$ cat config.mk
export PLATFORM = sky130hd
export DESIGN_NAME = iscr_top
export DESIGN_NICKNAME = d
export VERILOG_FILES = /design/src/rtl/iscr_pkg.sv /design/src/rtl/iscr_reg16.sv /design/src/rtl/iscr_top.sv
export VERILOG_INCLUDE_DIRS = /design/src /design/src/rtl
export SDC_FILE = /design/constraint.sdc
export NUM_CORES = 1
export LEC_CHECK = 0
export BUFFER_PORTS_ARGS = -buffer_cell sky130_fd_sc_hd__buf_2
export CAP_MARGIN = 25
export CORE_UTILIZATION = 52
export CTS_CLUSTER_SIZE = 24
export DETAILED_ROUTE_END_ITERATION = 6
export MAX_ROUTING_LAYER = met4
export PLACE_DENSITY = 0.76
export SETUP_SLACK_MARGIN = 0.2
export SYNTH_ARGS = -nofsm -noshare
export SYNTH_HDL_FRONTEND = slang
export SYNTH_HIERARCHICAL = 1
export SYNTH_SLANG_ARGS = --single-unit
$ cat constraint.sdc
create_clock -name mclk -period 2.5 [get_ports mclk]
set_input_delay 0.25 -clock mclk [delete_from_list [all_inputs] [get_ports mclk]]
set_output_delay 0.25 -clock mclk [all_outputs]
set_load 0.1 [all_outputs]
$ cat src/rtl/iscr_params.svh
// offsets, field positions and reset values of the security configuration registers
`ifndef ISCR_PARAMS_SVH
`define ISCR_PARAMS_SVH
`define ISCR_ADDR_W          6
`define ISCR_OFS_CTRL_MAIN   6'h19
`define ISCR_OFS_LEN_COUNTS  6'h1A
`define ISCR_CTRL_WMASK      16'h03FF
`define ISCR_LEN_WMASK       16'h7F7F
`define ISCR_CTRL_RESET      16'h03C4
`define ISCR_LEN_RESET       16'h0000
`define ISCR_B_GUARD         9
`define ISCR_B_FIRST_LEN     8
`define ISCR_B_SA_KEY        7
`define ISCR_B_TX_KEY        6
`define ISCR_B_RX_KEY        5
`define ISCR_F_M_HI          4
`define ISCR_F_M_LO          2
`define ISCR_F_MODE_HI       1
`define ISCR_F_MODE_LO       0
`define ISCR_F_TXL_HI        14
`define ISCR_F_TXL_LO        8
`define ISCR_F_RXL_HI        6
`define ISCR_F_RXL_LO        0
`define ISCR_TAG_OFFSET      5'h02
`define ISCR_LEN_HDR_OVH     8'h02
`endif

$ cat src/rtl/iscr_pkg.sv
// types shared by the security configuration register bank
package iscr_pkg;
	typedef enum logic [1:0] {
		ISCR_MODE_OFF,
		ISCR_MODE_CBC_MAC,
		ISCR_MODE_CTR,
		ISCR_MODE_CCM
	} iscr_mode_t;
endpackage

$ cat src/rtl/iscr_reg16.sv
// one 16-bit write-masked configuration register
`timescale 1ns/100ps
`default_nettype none
module iscr_reg16
	import iscr_pkg::*;
#(
	parameter logic [15:0] RESET_VAL = 16'h0000,
	parameter logic [15:0] WMASK     = 16'hFFFF
)
(
	// clock and reset
	input  wire logic        mclk,
	input  wire logic        rstn,
	// write side
	input  wire logic        wr_en,
	input  wire logic [15:0] wr_data,
	// stored value
	output logic      [15:0] q
);
	logic [15:0] q_r;
	logic [15:0] q_nxt;
	// a reset value in a masked bit could never be written back
	if ((RESET_VAL & ~WMASK) != 16'h0000)
	begin : g_reset_in_mask
		$error("reset value sets a bit that writes cannot reach");
	end
	// reserved bits never store, so they always read as zero
	assign q_nxt = wr_en ? (wr_data & WMASK) : q_r;
	always_ff @(posedge mclk or negedge rstn)
	begin
		if (!rstn)
			q_r <= RESET_VAL;
		else
			q_r <= q_nxt;
	end
	assign q = q_r;
endmodule
`default_nettype wire

$ cat src/rtl/iscr_top.sv
// in-line security configuration registers with decoded controls
`timescale 1ns/100ps
`default_nettype none
`include "iscr_params.svh"
// Operation
// - bit 9 enables receive buffer protection, resets to one
// - bit 8 set feeds a length byte before first data into CBC-MAC
// - first-byte choice applies only in plain CBC-MAC mode, never CCM
// - key selectors: stand-alone bit 7, transmit bit 6, receive bit 5
// - bits 4..2 give tag length as (M-2)/2, code 0 reserved, reset 1
// - bits 1..0 select off, CBC-MAC, CTR or CCM; reset off
// - CTR: transmit count is cleartext bytes before encryption
// - CBC-MAC: count is cleartext bytes before authentication
// - CCM: count is l(a), authenticated but not ciphered bytes
// - stand-alone operations ignore both length counts
// - receive count bits 6..0 mirror transmit meanings; both reset zero
module iscr_top
	import iscr_pkg::*;
(
	// clock and reset
	input  wire logic                    mclk,
	input  wire logic                    rstn,
	// register access from the serial interface
	input  wire logic                    reg_wr,
	input  wire logic                    reg_rd,
	input  wire logic [`ISCR_ADDR_W-1:0] reg_addr,
	input  wire logic [15:0]             reg_wdata,
	output logic      [15:0]             reg_rdata,
	output logic                         reg_hit,
	// engine context
	input  wire logic                    standalone_active,
	input  wire logic                    dir_is_rx,
	input  wire logic [7:0]              packet_length,
	// decoded controls
	output logic                         rx_buffer_guard_en,
	output logic                         mac_length_byte_en,
	output logic [7:0]                   mac_length_byte,
	output logic                         active_key_choice,
	output iscr_mode_t                   inline_security_mode,
	output logic [4:0]                   auth_tag_bytes,
	output logic                         auth_tag_code_bad,
	output logic [6:0]                   clear_count,
	output logic [6:0]                   plain_count,
	output logic [6:0]                   auth_only_count
);
	logic [15:0] ctrl_q;
	logic [15:0] len_q;
	wire         sel_ctrl = (reg_addr == `ISCR_OFS_CTRL_MAIN);
	wire         sel_len  = (reg_addr == `ISCR_OFS_LEN_COUNTS);

	// reserved bits masked off; host obliged to write zeros there
	iscr_reg16 #(.RESET_VAL(`ISCR_CTRL_RESET), .WMASK(`ISCR_CTRL_WMASK)) u_ctrl (
		.mclk    (mclk),
		.rstn    (rstn),
		.wr_en   (reg_wr && sel_ctrl),
		.wr_data (reg_wdata),
		.q       (ctrl_q)
	);
	iscr_reg16 #(.RESET_VAL(`ISCR_LEN_RESET), .WMASK(`ISCR_LEN_WMASK)) u_len (
		.mclk    (mclk),
		.rstn    (rstn),
		.wr_en   (reg_wr && sel_len),
		.wr_data (reg_wdata),
		.q       (len_q)
	);

	// field decode
	wire        guard_w     = ctrl_q[`ISCR_B_GUARD];
	wire        first_len_w = ctrl_q[`ISCR_B_FIRST_LEN];
	wire        sa_key_w    = ctrl_q[`ISCR_B_SA_KEY];
	wire        tx_key_w    = ctrl_q[`ISCR_B_TX_KEY];
	wire        rx_key_w    = ctrl_q[`ISCR_B_RX_KEY];
	wire [2:0]  m_code_w    = ctrl_q[`ISCR_F_M_HI:`ISCR_F_M_LO];
	wire [1:0]  mode_bits_w = ctrl_q[`ISCR_F_MODE_HI:`ISCR_F_MODE_LO];
	iscr_mode_t mode_w;
	assign mode_w = iscr_mode_t'(mode_bits_w);
	wire [6:0]  txl_w       = len_q[`ISCR_F_TXL_HI:`ISCR_F_TXL_LO];
	wire [6:0]  rxl_w       = len_q[`ISCR_F_RXL_HI:`ISCR_F_RXL_LO];

	// key choice by operation kind
	wire        key_w = standalone_active ? sa_key_w : (dir_is_rx ? rx_key_w : tx_key_w);
	// tag length M = 2*code + 2
	wire [4:0]  tag_w = {1'b0, m_code_w, 1'b0} + `ISCR_TAG_OFFSET;
	wire        tag_bad_w = (m_code_w == 3'h0);

	// direction count, ignored entirely for stand-alone work
	wire [6:0]  dir_cnt_w = standalone_active ? 7'h00 : (dir_is_rx ? rxl_w : txl_w);
	wire        is_ctr_w  = (mode_w == ISCR_MODE_CTR);
	wire        is_cbc_w  = (mode_w == ISCR_MODE_CBC_MAC);
	wire        is_ccm_w  = (mode_w == ISCR_MODE_CCM);
	// the count means cleartext prefix for CTR and CBC-MAC, l(a) for CCM
	wire [6:0]  plain_w   = is_ctr_w ? dir_cnt_w : 7'h00;
	wire [6:0]  clear_w   = is_cbc_w ? dir_cnt_w : 7'h00;
	wire [6:0]  aonly_w   = is_ccm_w ? dir_cnt_w : 7'h00;

	// length byte only in plain CBC-MAC, CCM has its own header format
	wire        len_en_w  = first_len_w && is_cbc_w && !standalone_active;
	wire [7:0]  tx_len_w  = packet_length - {1'b0, txl_w} - `ISCR_LEN_HDR_OVH;
	wire [7:0]  len_byte_w = dir_is_rx ? {1'b0, rxl_w} : tx_len_w;

	wire        hit_w   = sel_ctrl || sel_len;
	wire [15:0] rdata_w = sel_ctrl ? ctrl_q : (sel_len ? len_q : 16'h0000);

	// outputs registered one cycle after their cause
	always_ff @(posedge mclk or negedge rstn)
	begin
		if (!rstn)
		begin
			reg_rdata            <= 16'h0000;
			reg_hit              <= 1'b0;
			rx_buffer_guard_en   <= 1'b1;
			mac_length_byte_en   <= 1'b0;
			mac_length_byte      <= 8'h00;
			active_key_choice    <= 1'b0;
			inline_security_mode <= ISCR_MODE_OFF;
			auth_tag_bytes       <= 5'h00;
			auth_tag_code_bad    <= 1'b0;
			clear_count          <= 7'h00;
			plain_count          <= 7'h00;
			auth_only_count      <= 7'h00;
		end
		else
		begin
			reg_rdata            <= reg_rd ? rdata_w : 16'h0000;
			reg_hit              <= (reg_rd || reg_wr) && hit_w;
			rx_buffer_guard_en   <= guard_w;
			mac_length_byte_en   <= len_en_w;
			mac_length_byte      <= len_en_w ? len_byte_w : 8'h00;
			active_key_choice    <= key_w;
			inline_security_mode <= mode_w;
			auth_tag_bytes       <= tag_w;
			auth_tag_code_bad    <= tag_bad_w;
			clear_count          <= clear_w;
			plain_count          <= plain_w;
			auth_only_count      <= aonly_w;
		end
	end
endmodule
`default_nettype wire

After elaboration in Yosys (flattened, before gate mapping)

Cells that the tools add are included.

RAM bits: 0
Latch bits: 0
Memories kept: 0
Register bits after elaboration: 80
Bits in read-only memories: 0

Add/sub/neg operators: 3
Eq/ne operators: 5
Divide/modulo/power cells: 0
Multipliers: 0
Multiplexer cells: 12
Bitwise operators: 0
Shift-type cells: 0
Reductions and logical operators: 9
Magnitude comparators: 0

Operator list:

| operator                                         | count |
|---|---|
| two-way mux 15 bit                               | 3 |
| two-way mux 7 bit                                | 5 |
| two-way mux 8 bit                                | 2 |
| == test 6 x 5 -> 1 bit, second input constant    | 2 |
| subtractor 8 x 2 -> 8 bit, second input constant | 1 |
| subtractor 8 x 7 -> 8 bit                        | 1 |
| adder 4 x 2 -> 5 bit, second input constant      | 1 |
| logical AND 1 bit                                | 5 |
| == test 2 bit, second input constant             | 2 |
| logical NOT 3 bit                                | 1 |
| == test 2 x 1 -> 1 bit, second input constant    | 1 |
| logical OR 1 bit                                 | 2 |
| two-way mux 1 bit                                | 2 |
| logical NOT 1 bit                                | 1 |

Logic depth before layout (Yosys ltp)

Gate-level depths: netlist (run 1).

Depth after elaboration: 4
Mapped depth: 10
Gate-level depth less buffers: 10

Cells and area by module

The synthesis (run 1) kept the hierarchy.

Modules (own cells, without submodules):

| module               | area each (µm²) | times used | cells an instance |
|---|---|---|---|
| iscr_top             | 2,522.4         | 1          | 222 |
| iscr_reg16 at u_len  | 538.0           | 1          | 32 |
| iscr_reg16 at u_ctrl | 466.7           | 1          | 28 |

Least setup slack after synthesis (run 1)

Ideal clock, no wire load.

Path kind: register to register
Start: register u_len.q_r[9], in the netlist u_len/q[9]
End: register mac_length_byte[7]
Arrival: 1.845 ns
Clock period less this slack: 1.925 ns
Setup time: 0.079 ns
Path buffers: 0
Setup slack: 0.575 ns
Stages on the path, launching flop included: 10
Path through: dfrtp_1 ha_1 inv_1 ha_1 inv_1 fa_1 nor2b_1 o31ai_1 a21oi_1 mux2i_1

Word-level cells in the longest chain between the ends: 4

Ends and longest elaborated chain:

| what                                       | RTL line         | text |
|---|---|---|
| start: declaration                         | iscr_reg16.sv:20 | `logic [15:0] q_r;` |
| start signal: assignment                   | iscr_reg16.sv:34 | `q_r <= q_nxt;` |
| subtractor 8 x 7 -> 8 bit                  | iscr_top.sv:98   | `` wire [7:0] tx_len_w = packet_length - {1'b0, txl_w} - `ISCR_LEN_HDR_OVH; `` |
| subtractor 8 x 2 -> 8 bit (no source line) | --               |  |
| two-way mux 8 bit                          | iscr_top.sv:99   | `wire [7:0] len_byte_w = dir_is_rx ? {1'b0, rxl_w} : tx_len_w;` |
| two-way mux 8 bit                          | iscr_top.sv:128  | `mac_length_byte <= len_en_w ? len_byte_w : 8'h00;` |
| end signal: assignment                     | iscr_top.sv:128  |  |
| end: declaration                           | iscr_top.sv:37   | `output logic [7:0] mac_length_byte,` |

Every way passes these cells.
A chain may end at the register's enable or synchronous reset.

Worst setup path after layout (run 1)

Ends and elaborated chain as after synthesis.

==> results.md, run 1 <==
Pwr:
- The post-route total power is 3250 uW.
- The switching part of the total is 29.8%.
- The internal power of the cells totals 2280 uW.
- Per report_power, the sequential group accounts for 44.9% of the total.
- The leakage power total is 0.00226 uW.
- Dividing total power by cell area gives a power density of 768 mW/mm2.
- The portion of total power attributed to combinational logic is 19.8%.
- Of the total power, the clock network draws 35.2%.
- For this design the total switching power over the nets is 968 uW.
- VDD sags by at most 0.428 mV.

Placed design:
- The post-detailed-placement half-perimeter wirelength is 4860 um.
- The number of cells after detailed placement is 439.
- The count of port buffers added during placement is 90.
- In this run the cell area measured after placement is 0.00398 mm2.
- Timing analysis after detailed placement gives a worst setup slack of 389 ps.
- At the end of routability-driven placement, the weighted congestion stood at 0.809.

Worst setup path:
- The startpoint kind of the worst setup timing path is a flop.
- Along the worst path, the maximum fanout reaches 4.
- The critical setup path kind is reg -> reg.
- The required time at the worst-slack endpoint is 2770 ps.
- The arrival time of the worst setup path is 2410 ps.
- In this run the worst setup path begins at u_len/q[9].
- The worst setup path is captured at a flop.
- The startpoint identified for the worst register-to-register timing path is u_len/q[9].

Status:
- The flow ran to the end, but the final reports show violations.
- The final reports fail on design-rule violations.

Global routing:
- For this run the aggregate overflow at the end of global routing stands at 0.
- The number of global-route vias before repair is 2,276.
- The largest net degree at the start of global routing is 81.
- The first-pass GRT wire length is 11,400 um.
- Across every metal layer, demand over resource in global routing totals 21.7%.
- The number of antenna violations at the first check in global routing is 0.

Timing:
- The max-slew violation count is 0.
- The worst pin sits at a relative slew slack of 37.0%.
- The total negative setup slack is 0 ps.
- Setup repair after global routing left no endpoint under its margin.
- The post-route worst setup slack is 362 ps.
- The timing-limited maximum frequency is 468 MHz.
- The count of final setup violators is 0.
- Clock skew on the completed layout was measured at 5.55 ps.
- The post-layout minimum cycle time is 2140 ps.
- Dividing the final minimum period by the clock period gives 85.5%.
- At the pin with the least slew margin, the transition time is 945 ps.
- The final hold violation count is 0.

Detailed routing:
- Wire segments on met2 add up to 3280 um in the final route.
- After detailed routing, the total wire length is 6820 um.
- The highest routing layer actually used is met4.
- The detailed router placed 2,339 vias in this run.
- The first routing iteration left 132 violations.
- The sum of routed wire segments on met1 is 3150 um.
- After detailed routing, the number of vias per cell comes to 5.14.
- The count of TritonRoute iterations in the first routing pass is 7.
- Once detail routing completed, the nets flagged for antenna violations numbered 0.
- The met3 wire length is 295 um.
- The average wire per cell in the routed design is 15.0 um.
- The post-route DRC violation count is 6.

Clock tree:
- The number of gates resized after CTS was 0.
- The hold buffer count at cts is 0.
- CTS saw 80 sinks.
- The number of buffers on the longest clock path is 2.
- The cell sitting at the root of the clock tree is a sky130_fd_sc_hd__clkbuf_8.
- The number of buffers created by CTS is 9.
- At the later pin of the worst-skew pair, clock insertion delay measures 350 ps.
- The H-tree was split into 3 levels.
- The clock-pin slew of the registers on the worst-case setup and hold paths is 80 ps.
- TritonCTS built the clock tree.
- After clock tree synthesis, the setup repair step added 0 buffers.

Yosys:
- The number of enable-type register cells in the synthesized netlist is 0.
- The register area share after synthesis is 57.0%.
- The cell area after synthesis is 0.00353 mm2.
- For this run, asynchronously set or reset flops after synthesis account for 100%.
- The count of synthesis-stage warnings from yosys is 6.
- The count of state elements after synthesis is 80.
- The number of unique standard cell types used by synthesis is 43.
- Ranked by instance count, the synthesized netlist is headed by sky130_fd_sc_hd__dfrtp_1, sky130_fd_sc_hd__nor2_1, sky130_fd_sc_hd__inv_1, sky130_fd_sc_hd__nor2b_1, sky130_fd_sc_hd__a22oi_1.
- The top cell type by total area after synthesis is sky130_fd_sc_hd__dfrtp_1.
- Each instance of the synthesized netlist takes up on average 12.5 um2.
- The flip-flop cell with the highest count after synthesis is sky130_fd_sc_hd__dfrtp_1.
- The instance count of the mapped netlist is 282.
- In the post-synthesis netlist, the cell with the most instances is sky130_fd_sc_hd__dfrtp_1.
- Sorting the synthesized cells by area gives the leading types as sky130_fd_sc_hd__dfrtp_1, sky130_fd_sc_hd__ha_1, sky130_fd_sc_hd__dfstp_2.
- In this run the biggest area consumer among cell types represents 52.5% of the synthesized area.

Die:
- The floorplan step set the die height to 84.4 um.
- The die covers 0.00712 mm2.
- After floorplanning, the core was divided into 29 placement rows.
- The initial core utilization is 54.6%.
- The core area is 0.00646 mm2.
- Pin placement for this block handled 93 I/O pins.
- From left edge to right edge, the die measures 84.4 um.

Final layout:
- The share of layout cells above drive strength 1 is 38.1%.
- After routing the design area is 0.00423 mm2.
- The synthesis-to-finish area growth is 19.9%.
- The final instance count without filler cells is 455.
- The count of inserted antenna diode cells is 0.
- After the last flow step, the layout net total stands at 425.
- The number of filler cells placed in the layout is 529.

Job:
- The count of maximum capacitance violations is 0.

Min path:
- The worst min-delay path class is in -> async.
==> path summary, 6_finish.rpt <==
check / endpoint / slack (ps) / cells after the start
worst min register to register: rx_buffer_guard_en / 380 / 0
worst max register to register: mac_length_byte[7] / 360 / 9
worst max-delay path: mac_length_byte[7] / 360 / 9
max in group asynchronous: u_len/q[12] / 1850 / 1
min in group mclk: u_len/q[14] / 140 / 2
worst min-delay path: auth_tag_bytes[1] / 40 / 1
==> area by class of cell <==
| class | count | area (um2) | area share [%] |
|---|---|---|---|
| inverters | 24 | 90.1 | 2.13 |
| clock inverters | 5 | 104 | 2.46 |
| repair buffers | 92 | 468 | 11.1 |
| multi-input cells | 166 | 1320 | 31.2 |
| well taps | 77 | 96.3 | 2.28 |
| clock buffers | 11 | 141 | 3.34 |
| flip-flops and latches | 80 | 2010 | 47.5 |
==> cells by family after synthesis <==
logic type                 share of synthesized area [%]
muxes                                               11.0
xor gates and xnor gates                           0.745
and+or+nand+nor                                     11.7
DFF                                                 57.0
buffers and inverters                               6.28
AOI/OAI and AO/OA                                   7.06
other                                              0.319
adders and majority gates                           5.89
==> sequential cells by signal, summed over array words and instances, names as in the netlist <==
register	flops
active_key_choice	1
auth_only_count	7
auth_tag_bytes	4
auth_tag_code_bad	1
clear_count	7
inline_security_mode	2
mac_length_byte	8
mac_length_byte_en	1
plain_count	7
reg_hit	1
reg_rdata	16
rx_buffer_guard_en	1
u_ctrl/q	10
u_len/q	14
==> metrics by stage <==
stage / hold slack, ps / utilization, %
final: 43.8 / 65.5
after global routing: 125 / 65.5
after CTS: 74.2 / 65.5
after detailed placement: 366 / 61.7
after global placement: 369 / 61.7
after floorplan: -45.6 / -
==> power groups by stage <==
stage	Combinational (uW)	Clock, uW	Sequential (uW)
5_1_grt	697	1230	1470
2_1_floorplan	284	0	1690
4_1_cts	647	1180	1460
3_5_place_dp	644	0	1480
3_3_place_gp	633	0	1480
6_report	644	1140	1460
==> worst max-delay path, stage by stage (launching register included) <==
cell and delay, ps:
sky130_fd_sc_hd__dfrtp_1 440, sky130_fd_sc_hd__ha_1 290, sky130_fd_sc_hd__inv_1 60, sky130_fd_sc_hd__ha_1 160, sky130_fd_sc_hd__inv_1 50, sky130_fd_sc_hd__fa_1 390
sky130_fd_sc_hd__nor2b_1 170, sky130_fd_sc_hd__o31ai_1 100, sky130_fd_sc_hd__a21oi_1 210, sky130_fd_sc_hd__mux2i_1 200
==> routing by layer <==
metal  up-vias  global-route usage [%]
met5         -                       -
met4         0                    10.0
met3         9                    3.74
met2        72                    32.0
met1      1141                    29.4
li1       1117                       -
==> layout by cell type, fill, tap and decap left out, types with 3 or more instances in the layout <==
cell type                   count
sky130_fd_sc_hd__inv_1         24
sky130_fd_sc_hd__a21oi_1        7
sky130_fd_sc_hd__dfstp_2        6
sky130_fd_sc_hd__mux2_4        10
sky130_fd_sc_hd__nand2_1        5
sky130_fd_sc_hd__a22oi_1       16
sky130_fd_sc_hd__mux2i_1        8
sky130_fd_sc_hd__bufinv_16      3
sky130_fd_sc_hd__nor2b_1       18
sky130_fd_sc_hd__clkbuf_8      10
sky130_fd_sc_hd__nor2_1        29
sky130_fd_sc_hd__nand3_1        3
sky130_fd_sc_hd__buf_2         89
sky130_fd_sc_hd__conb_1         9
sky130_fd_sc_hd__buf_4          3
sky130_fd_sc_hd__dfrtp_1       74
sky130_fd_sc_hd__mux2_2        14
sky130_fd_sc_hd__ha_1          15
Power figures use the tool's default switching activity.
==> run 2, diff against run 1 <==
--- a/config.mk
+++ b/config.mk
@@ -13,8 +13,6 @@
 export DETAILED_ROUTE_END_ITERATION = 6
 export MAX_ROUTING_LAYER = met4
 export PLACE_DENSITY = 0.76
-export SETUP_SLACK_MARGIN = 0.2
 export SYNTH_ARGS = -nofsm -noshare
 export SYNTH_HDL_FRONTEND = slang
-export SYNTH_HIERARCHICAL = 1
 export SYNTH_SLANG_ARGS = --single-unit
==> results.md, run 2 <==
Pwr:
- The switching power summed over all nets is 964 uW.
- The internal portion of the total power is 2260 uW.
- The power density normalized to cell area is 780 mW/mm2.
- Summing internal, switching and leakage power gives 3230 uW.
- The portion of total power attributed to combinational logic is 20.2%.
- Per report_power, the sequential group accounts for 44.5% of the total.
- The portion of total power attributed to the clock network is 35.3%.
- In this run switching power makes up 29.9% of total power.
- IR analysis of the VDD net gives a maximum drop of 0.469 mV.
- The leakage power total is 0.00230 uW.

Worst setup path:
- The required time at the worst-slack endpoint is 2780 ps.
- The standard cell with the maximum stage delay on the critical path is sky130_fd_sc_hd__dfrtp_1.
- The count of buffering cells on the critical path with inverters included is 2.
- The arrival time of the worst setup path is 2420 ps.
- The largest stage delay on the critical path is 410 ps.
- The maximum fanout along the worst path is 4.
- Traced cell by cell, the critical path runs through ha_1 -> inv_1 -> ha_1 -> inv_1 -> fa_1 -> nor2b_1 -> o31ai_1 -> a21oi_1 -> mux2i_1.
- The critical path endpoint category is a flop.
- The critical setup path kind is reg -> reg.
- The startpoint kind of the worst setup timing path is a flop.
- The top cell family by delay on the critical path is adder cells.

Die:
- The die outline area is 0.00677 mm2.
- The die extent in x is 82.3 um.
- The I/O pin count is 93.
- The core region is 0.00606 mm2.
- The floorplan has 28 rows.
- The vertical die dimension is 82.3 um.
- The initial core utilization is 55.3%.

Detailed routing:
- Using the TritonRoute via totals, the vias-per-cell ratio works out to 5.15.
- The count of TritonRoute iterations in the first routing pass is 4.
- After detailed routing, the number of remaining DRC violations is 0.
- For this block, the via count after detailed routing is 2,255.
- The overall routed net length is 6700 um.
- The detailed router finished its first iteration with 116 violations.
- In the final routed layout, each cell accounts on average for 15.3 um.
- Once detail routing completed, the nets flagged for antenna violations numbered 0.

Final layout:
- Cells with a size suffix above 1 make up 39.1% of the layout.
- The final instance count without filler cells is 438.
- Counting flops per register, the top entry is reg_rdata.
- In the final layout, flip-flops and latches occupy 0.00198 mm2.
- The number of filler cells placed in the layout is 453.
- The count of inserted antenna diode cells is 0.
- The library cell used most frequently in the layout, excluding fill and tap cells, is sky130_fd_sc_hd__buf_2.
- From synthesis to final layout, the design area changed by 23.4%.
- The top cell types in the final layout, fill and taps aside, are sky130_fd_sc_hd__buf_2, sky130_fd_sc_hd__dfrtp_1, sky130_fd_sc_hd__nor2_1.
- Summing all multi-input logic gate instances after layout gives 0.00123 mm2.
- The flip-flop count of the largest register, all copies and words added is 15.
- The number of nets in the layout is 410.
- The final design instance area without fill is 0.00414 mm2.

Yosys:
- By area the synthesized netlist is led by sky130_fd_sc_hd__dfrtp_1, sky130_fd_sc_hd__ha_1, sky130_fd_sc_hd__dfstp_2.
- The flip-flop cell with the highest count after synthesis is sky130_fd_sc_hd__dfrtp_1.
- The register area share after synthesis is 59.2%.
- For this run, asynchronously set or reset flops after synthesis account for 100%.
- The count of state elements after synthesis is 79.
- The top cell type by total area after synthesis is sky130_fd_sc_hd__dfrtp_1.
- In the synthesized netlist, the number of instances is 263.
- The area share of the largest cell type after synthesis is 54.5%.
- The synthesized netlist occupies a cell area of 0.00335 mm2.
- The number of enable-type register cells in the synthesized netlist is 0.
- The most used standard cell by instance count after synthesis is sky130_fd_sc_hd__dfrtp_1.
- After synthesis, the mean cell area works out to 12.7 um2.
- The number of unique standard cell types used by synthesis is 43.
- By count the netlist is led by sky130_fd_sc_hd__dfrtp_1, sky130_fd_sc_hd__nor2_1, sky130_fd_sc_hd__inv_1, sky130_fd_sc_hd__ha_1, sky130_fd_sc_hd__mux2_2.
- The Yosys step of the flow raised 0 warnings.

Placed design:
- Summing all placed instances gives a cell area of 0.00386 mm2.
- The number of cells after detailed placement is 420.
- Input and output buffers added on the ports amount to 89.
- The global placer's final weighted congestion is 0.928.
- Summed over all nets, the half-perimeter wirelength after detailed placement is 4570 um.

Clock tree:
- For the worst-skew pair, the clock arrives at the later sink with an insertion delay of 350 ps.
- Clock-pin slew was measured on the worst setup and hold paths at 80 ps.
- The maximum level of the CTS H-tree is 3.
- The total clock sinks is 79.
- The number of buffers created by CTS is 9.
- The number of buffers on the longest clock path is 2.
- The TritonCTS clock tree is built.
- Clock tree synthesis selected as its root buffer the cell sky130_fd_sc_hd__clkbuf_8.

Global routing:
- Entering global routing, the biggest net connects 80 pins.
- The first-pass GRT wire length is 10,400 um.
- The number of antenna violations at the first check in global routing is 0.
- Global routing consumed, over all layers together, 22.3% of the routing resources.
- For this run the aggregate overflow at the end of global routing stands at 0.
- The number of global-route vias before repair came to 2,182.

Timing:
- At the pin with the least slew margin, the transition time is 505 ps.
- The timing-limited maximum frequency is 467 MHz.
- Across all hold checks on the routed design, the worst slack comes to 131 ps.
- Setup violations remaining at the end of the flow were counted as 0.
- The final critical path takes up 85.7% of the cycle.
- The final hold violation count is 0.
- Setup repair after global routing left no endpoint under its margin.
- For the finished layout, the period the worst path requires is 2140 ps.
- Clock skew on the completed layout was measured at 9.32 ps.
- The max-slew violation count was 0.
- After routing, the total negative slack on setup checks comes to 0 ps.
- In this run the tightest slew margin relative to its limit is 66.2%.

Job:
- Across the run, the number of max-cap violations was 0.

Min path:
- The worst min-delay path class is in -> reg.

Status:
- The flow ran to the end, and the final reports show no timing, DRC or antenna violations.
## run 2: cell type report
class                           instances  share of cell area [%]
Sequential cell                        79                    48.0
Multi-Input combinational cell        151                    29.7
Timing Repair Buffer                   93                    12.1
Clock buffer                           12                    3.51
Clock inverter                          4                    2.30
Tap cell                               75                    2.27
Inverter                               24                    2.18
## run 2: logic make-up after synthesis
kind of cell / Yosys count / synth area share [%]
AOI/OAI and AO/OA: 28 / 5.82
xor gates and xnor gates: 3 / 0.784
adders and majority gates: 16 / 6.19
buffers and inverters: 34 / 4.33
DFF: 79 / 59.2
muxes: 32 / 11.6
other: 1 / 0.112
and+or+nand+nor: 70 / 12.0
## run 2: power groups by stage
stage / Sequential (uW) / Clock, uW / Combinational, uW
floorplan: 1660 / 0 / 277
detailed placement: 1460 / 0 / 643
CTS: 1430 / 1150 / 647
global placement: 1460 / 0 / 629
global route: 1440 / 1210 / 701
finish: 1430 / 1140 / 652
## run 2: path summary, 6_finish.rpt
path | startpoint | depth (start not counted) | endpoint | slack [ps]
max reg2reg | u_len.q[9] | 9 | mac_length_byte[7] | 360
min reg2reg | u_ctrl.q[9] | 0 | rx_buffer_guard_en | 380
min | reg_wdata[11] | 2 | u_len.q[11] | 130
min in group asynchronous | rstn | 2 | clear_count[0] | 250
max in group asynchronous | rstn | 3 | u_ctrl.q[9] | 1670
max | u_len.q[9] | 9 | mac_length_byte[7] | 360
## run 2: stage by stage
step           setup slack [ps]  util [%]
5_1_grt                     237      68.2
3_3_place_gp                415      63.7
6_report                    357      68.2
2_1_floorplan               572         -
3_5_place_dp                399      63.7
4_1_cts                     358      67.6
## run 2: per-layer routing
layer  routed length (um)  track usage (%)  share of wire, %  vias to the layer above
met5                    0                -                 0                        -
met4                  117             11.8               1.7                        0
met3                  443             4.29               6.6                       11
met2                 3100             32.8                46                       88
met1                 3030             29.2                45                     1085
li1                     -                -                 -                     1071
## run 2: timing repair
action                                 in CTS  in global routing
hold buffers                                0                  1
endpoints found under the hold margin       0                 63
gates resized for setup                     0                  0
setup buffers                               0                  0
setup endpoints to repair                   0                  0
==> run 3, diff against run 2 <==
--- a/config.mk
+++ b/config.mk
@@ -6,13 +6,13 @@
 export SDC_FILE = /design/constraint.sdc
 export NUM_CORES = 1
 export LEC_CHECK = 0
-export BUFFER_PORTS_ARGS = -buffer_cell sky130_fd_sc_hd__buf_2
 export CAP_MARGIN = 25
-export CORE_UTILIZATION = 52
+export CORE_UTILIZATION = 60
 export CTS_CLUSTER_SIZE = 24
 export DETAILED_ROUTE_END_ITERATION = 6
+export DONT_BUFFER_PORTS = 1
 export MAX_ROUTING_LAYER = met4
-export PLACE_DENSITY = 0.76
+export PLACE_DENSITY = 0.73
 export SYNTH_ARGS = -nofsm -noshare
 export SYNTH_HDL_FRONTEND = slang
 export SYNTH_SLANG_ARGS = --single-unit
==> results.md, run 3 (synthesized netlist as in run 2, its figures left out) <==
Status:
- The flow ran to the end, and the final reports show no timing, DRC or antenna violations.

Worst setup path:
- STA classifies the critical path startpoint as a flop.
- Data arrives at the worst endpoint at 2420 ps.
- Broken down by cell family, the worst path's largest delay share belongs to adder cells.
- STA classifies the critical path endpoint as a flop.
- Traced cell by cell, the critical path runs through ha_1 -> inv_1 -> ha_1 -> inv_1 -> fa_1 -> nor2b_1 -> o31ai_1 -> a21oi_1 -> mux2i_1.
- The maximum fanout along the worst path is 4.
- The standard cell with the maximum stage delay on the critical path is sky130_fd_sc_hd__dfrtp_1.
- The setup path with the least slack is of type reg -> reg.
- The largest stage delay on the critical path is 420 ps.
- The required time at the worst-slack endpoint is 2770 ps.
- The count of buffering cells on the critical path with inverters included is 2.

Clock tree:
- The TritonCTS clock tree is built.
- CTS placed an instance of sky130_fd_sc_hd__clkbuf_8 at the clock tree root.
- The clock-pin slew of the registers on the worst-case setup and hold paths is 80 ps.
- After clock tree synthesis, the repair step resized 0 gates.
- Counting the buffers created by CTS gives 9.
- The clock reaches the later pin of the worst-skew pair after 340 ps.
- Counting every sink on the clock net gives 79.
- The number of buffers on the longest clock path is 2.
- The H-tree generated during clock tree synthesis spans 3 levels.

Die:
- The I/O pin count is 93.
- The vertical die dimension is 76.8 um.
- The floorplan has 26 rows.
- After floorplanning, the core was sized to cover 0.00524 mm2.
- The die extent in x is 76.8 um.
- The initial utilization of the core area, before any placement, comes to 64.0%.
- The die outline area is 0.00589 mm2.

Timing:
- Setup repair after global routing left no endpoint under its margin.
- After layout, the minimum clock period comes to 2150 ps.
- The count of final setup violators is 0.
- The worst hold slack is 18.6 ps.
- The worst clock skew is 10.6 ps.
- The final hold violation count was 0.
- The slew at the pin with the worst max-slew slack is 896 ps.
- The worst pin sits at a relative slew slack of 40.3%.
- Summed over all failing endpoints, the final setup total negative slack is 0 ps.
- The final critical-path share of the clock period is 86.0%.
- The max-slew violation count came to 0.
- The timing-limited maximum frequency is 465 MHz.

Final layout:
- The library cells used most frequently in the layout, excluding fill and tap cells, are sky130_fd_sc_hd__dfrtp_1, sky130_fd_sc_hd__nor2_1, sky130_fd_sc_hd__inv_1.
- The number of nets in the layout is 322.
- The library cell used most frequently in the layout, excluding fill and tap cells, is sky130_fd_sc_hd__dfrtp_1.
- Cells with a size suffix above 1 make up 19.7% of the layout.
- The number of antenna diodes in the final layout is 0.
- The number of filler cells placed in the layout is 372.
- The flip-flop count of the largest register, all copies and words added is 15.
- The register bank with the most flops is reg_rdata.
- The synthesis-to-finish area growth is 8.06%.

Detailed routing:
- After detailed routing, the number of vias per cell comes to 5.67.
- The overall routed net length is 6280 um.
- The number of DRC violations after detailed-routing iteration 0 is 87.
- The average wire per cell in the routed design is 18.2 um.
- Once detail routing completed, the nets flagged for antenna violations numbered 0.
- The post-route DRC violation count is 0.
- The total via count in the routed design is 1,951.
- For this run, the detailed router's first-pass iteration total came to 4.

Pwr:
- The power density normalized to cell area is 790 mW/mm2.
- After layout, the design draws a total of 2860 uW.
- IR analysis of the VDD net gives a maximum drop of 0.527 mV.
- The leakage power total is 0.00184 uW.

Placed design:
- The post-detailed-placement half-perimeter wirelength is 4230 um.
- The count of port buffers added during placement is 0.
- Routability-driven placement finished with a final weighted congestion of 0.852.

Global routing:
- Summed over all layers, the global routing overflow is 0.
- The number of global-route vias before repair is 2,052.
- Global routing consumed, over all layers together, 24.4% of the routing resources.
- The first global-routing pass estimated 10,500 um of wire.
- The number of antenna violations at the first check in global routing was 0.
- The largest net degree at the start of global routing is 80.

Job:
- The count of maximum capacitance violations is 0.

Min path:
- In this run the worst hold path is classified as in -> reg.
[run 3: cell count changes in the layout (fill, tap and decap cells not counted)]
cell	delta
sky130_fd_sc_hd__bufinv_16	-3
sky130_fd_sc_hd__clkbuf_8	+1
sky130_fd_sc_hd__clkbuf_1	-1
sky130_fd_sc_hd__clkinv_2	+1
sky130_fd_sc_hd__buf_2	-88
sky130_fd_sc_hd__clkinv_4	+1
[run 3: metrics by stage]
stage / instances / area [um2] / util, % / worst slack [ps]
2_1_floorplan: 264 / 3360 / - / 572
3_3_place_gp: 327 / 3410 / 65.1 / 435
3_5_place_dp: 327 / 3410 / 65.1 / 413
4_1_cts: 344 / 3620 / 69.2 / 350
5_1_grt: 344 / 3620 / 69.2 / 161
6_report: 344 / 3620 / 69.2 / 349
[run 3: where the power goes]
part / internal, uW / switching [uW]
registers: 1360 / 302
logic: 167 / 185
clock network: 408 / 436
total: 1940 / 922
[run 3: worst reg2reg max path: stages (launching register included)]
cell and delay [ps]:
sky130_fd_sc_hd__dfrtp_1 420, sky130_fd_sc_hd__ha_1 280, sky130_fd_sc_hd__inv_1 60, sky130_fd_sc_hd__ha_1 160
sky130_fd_sc_hd__inv_1 60, sky130_fd_sc_hd__fa_1 400, sky130_fd_sc_hd__nor2b_1 200, sky130_fd_sc_hd__o31ai_1 120
sky130_fd_sc_hd__a21oi_1 190, sky130_fd_sc_hd__mux2i_1 210
[run 3: cell type report]
cell class	count	area [um2]	share of cell area (%)
clock buffer	12	155	4.28
clock inverter	3	18.8	0.518
inverter	24	90.1	2.49
multi-input combinational	151	1230	33.9
sequential	79	1980	54.8
tap	70	87.6	2.42
timing repair buffer	5	60.1	1.66
[run 3: timing repair]
item,in CTS,in global routing
buffers inserted,0,0
hold endpoints to repair,79,0
hold buffers,2,0
[run 3: path summary, 6_finish.rpt]
kind | slack [ps] | endpoint | cells after the start | from
min reg2reg | 380 | rx_buffer_guard_en | 0 | u_ctrl.q[9]
max reg2reg | 350 | mac_length_byte[7] | 9 | u_len.q[9]
max in group asynchronous | 1690 | rx_buffer_guard_en | 2 | rstn
min | 20 | active_key_choice | 1 | standalone_active
min in group asynchronous | 490 | mac_length_byte[5] | 2 | rstn
max | 350 | mac_length_byte[7] | 9 | u_len.q[9]
[run 3: per-layer routing]
metal  track usage, %  part of all wire, %  routed length (um)  up-vias
met3             6.07                  6.3                 393        9
met2             36.5                   47                2960       66
met1             31.9                   45                2810      976
li1                 -                    -                   -      900
met5                -                    0                   0        -
met4             9.81                  1.8                 114        0
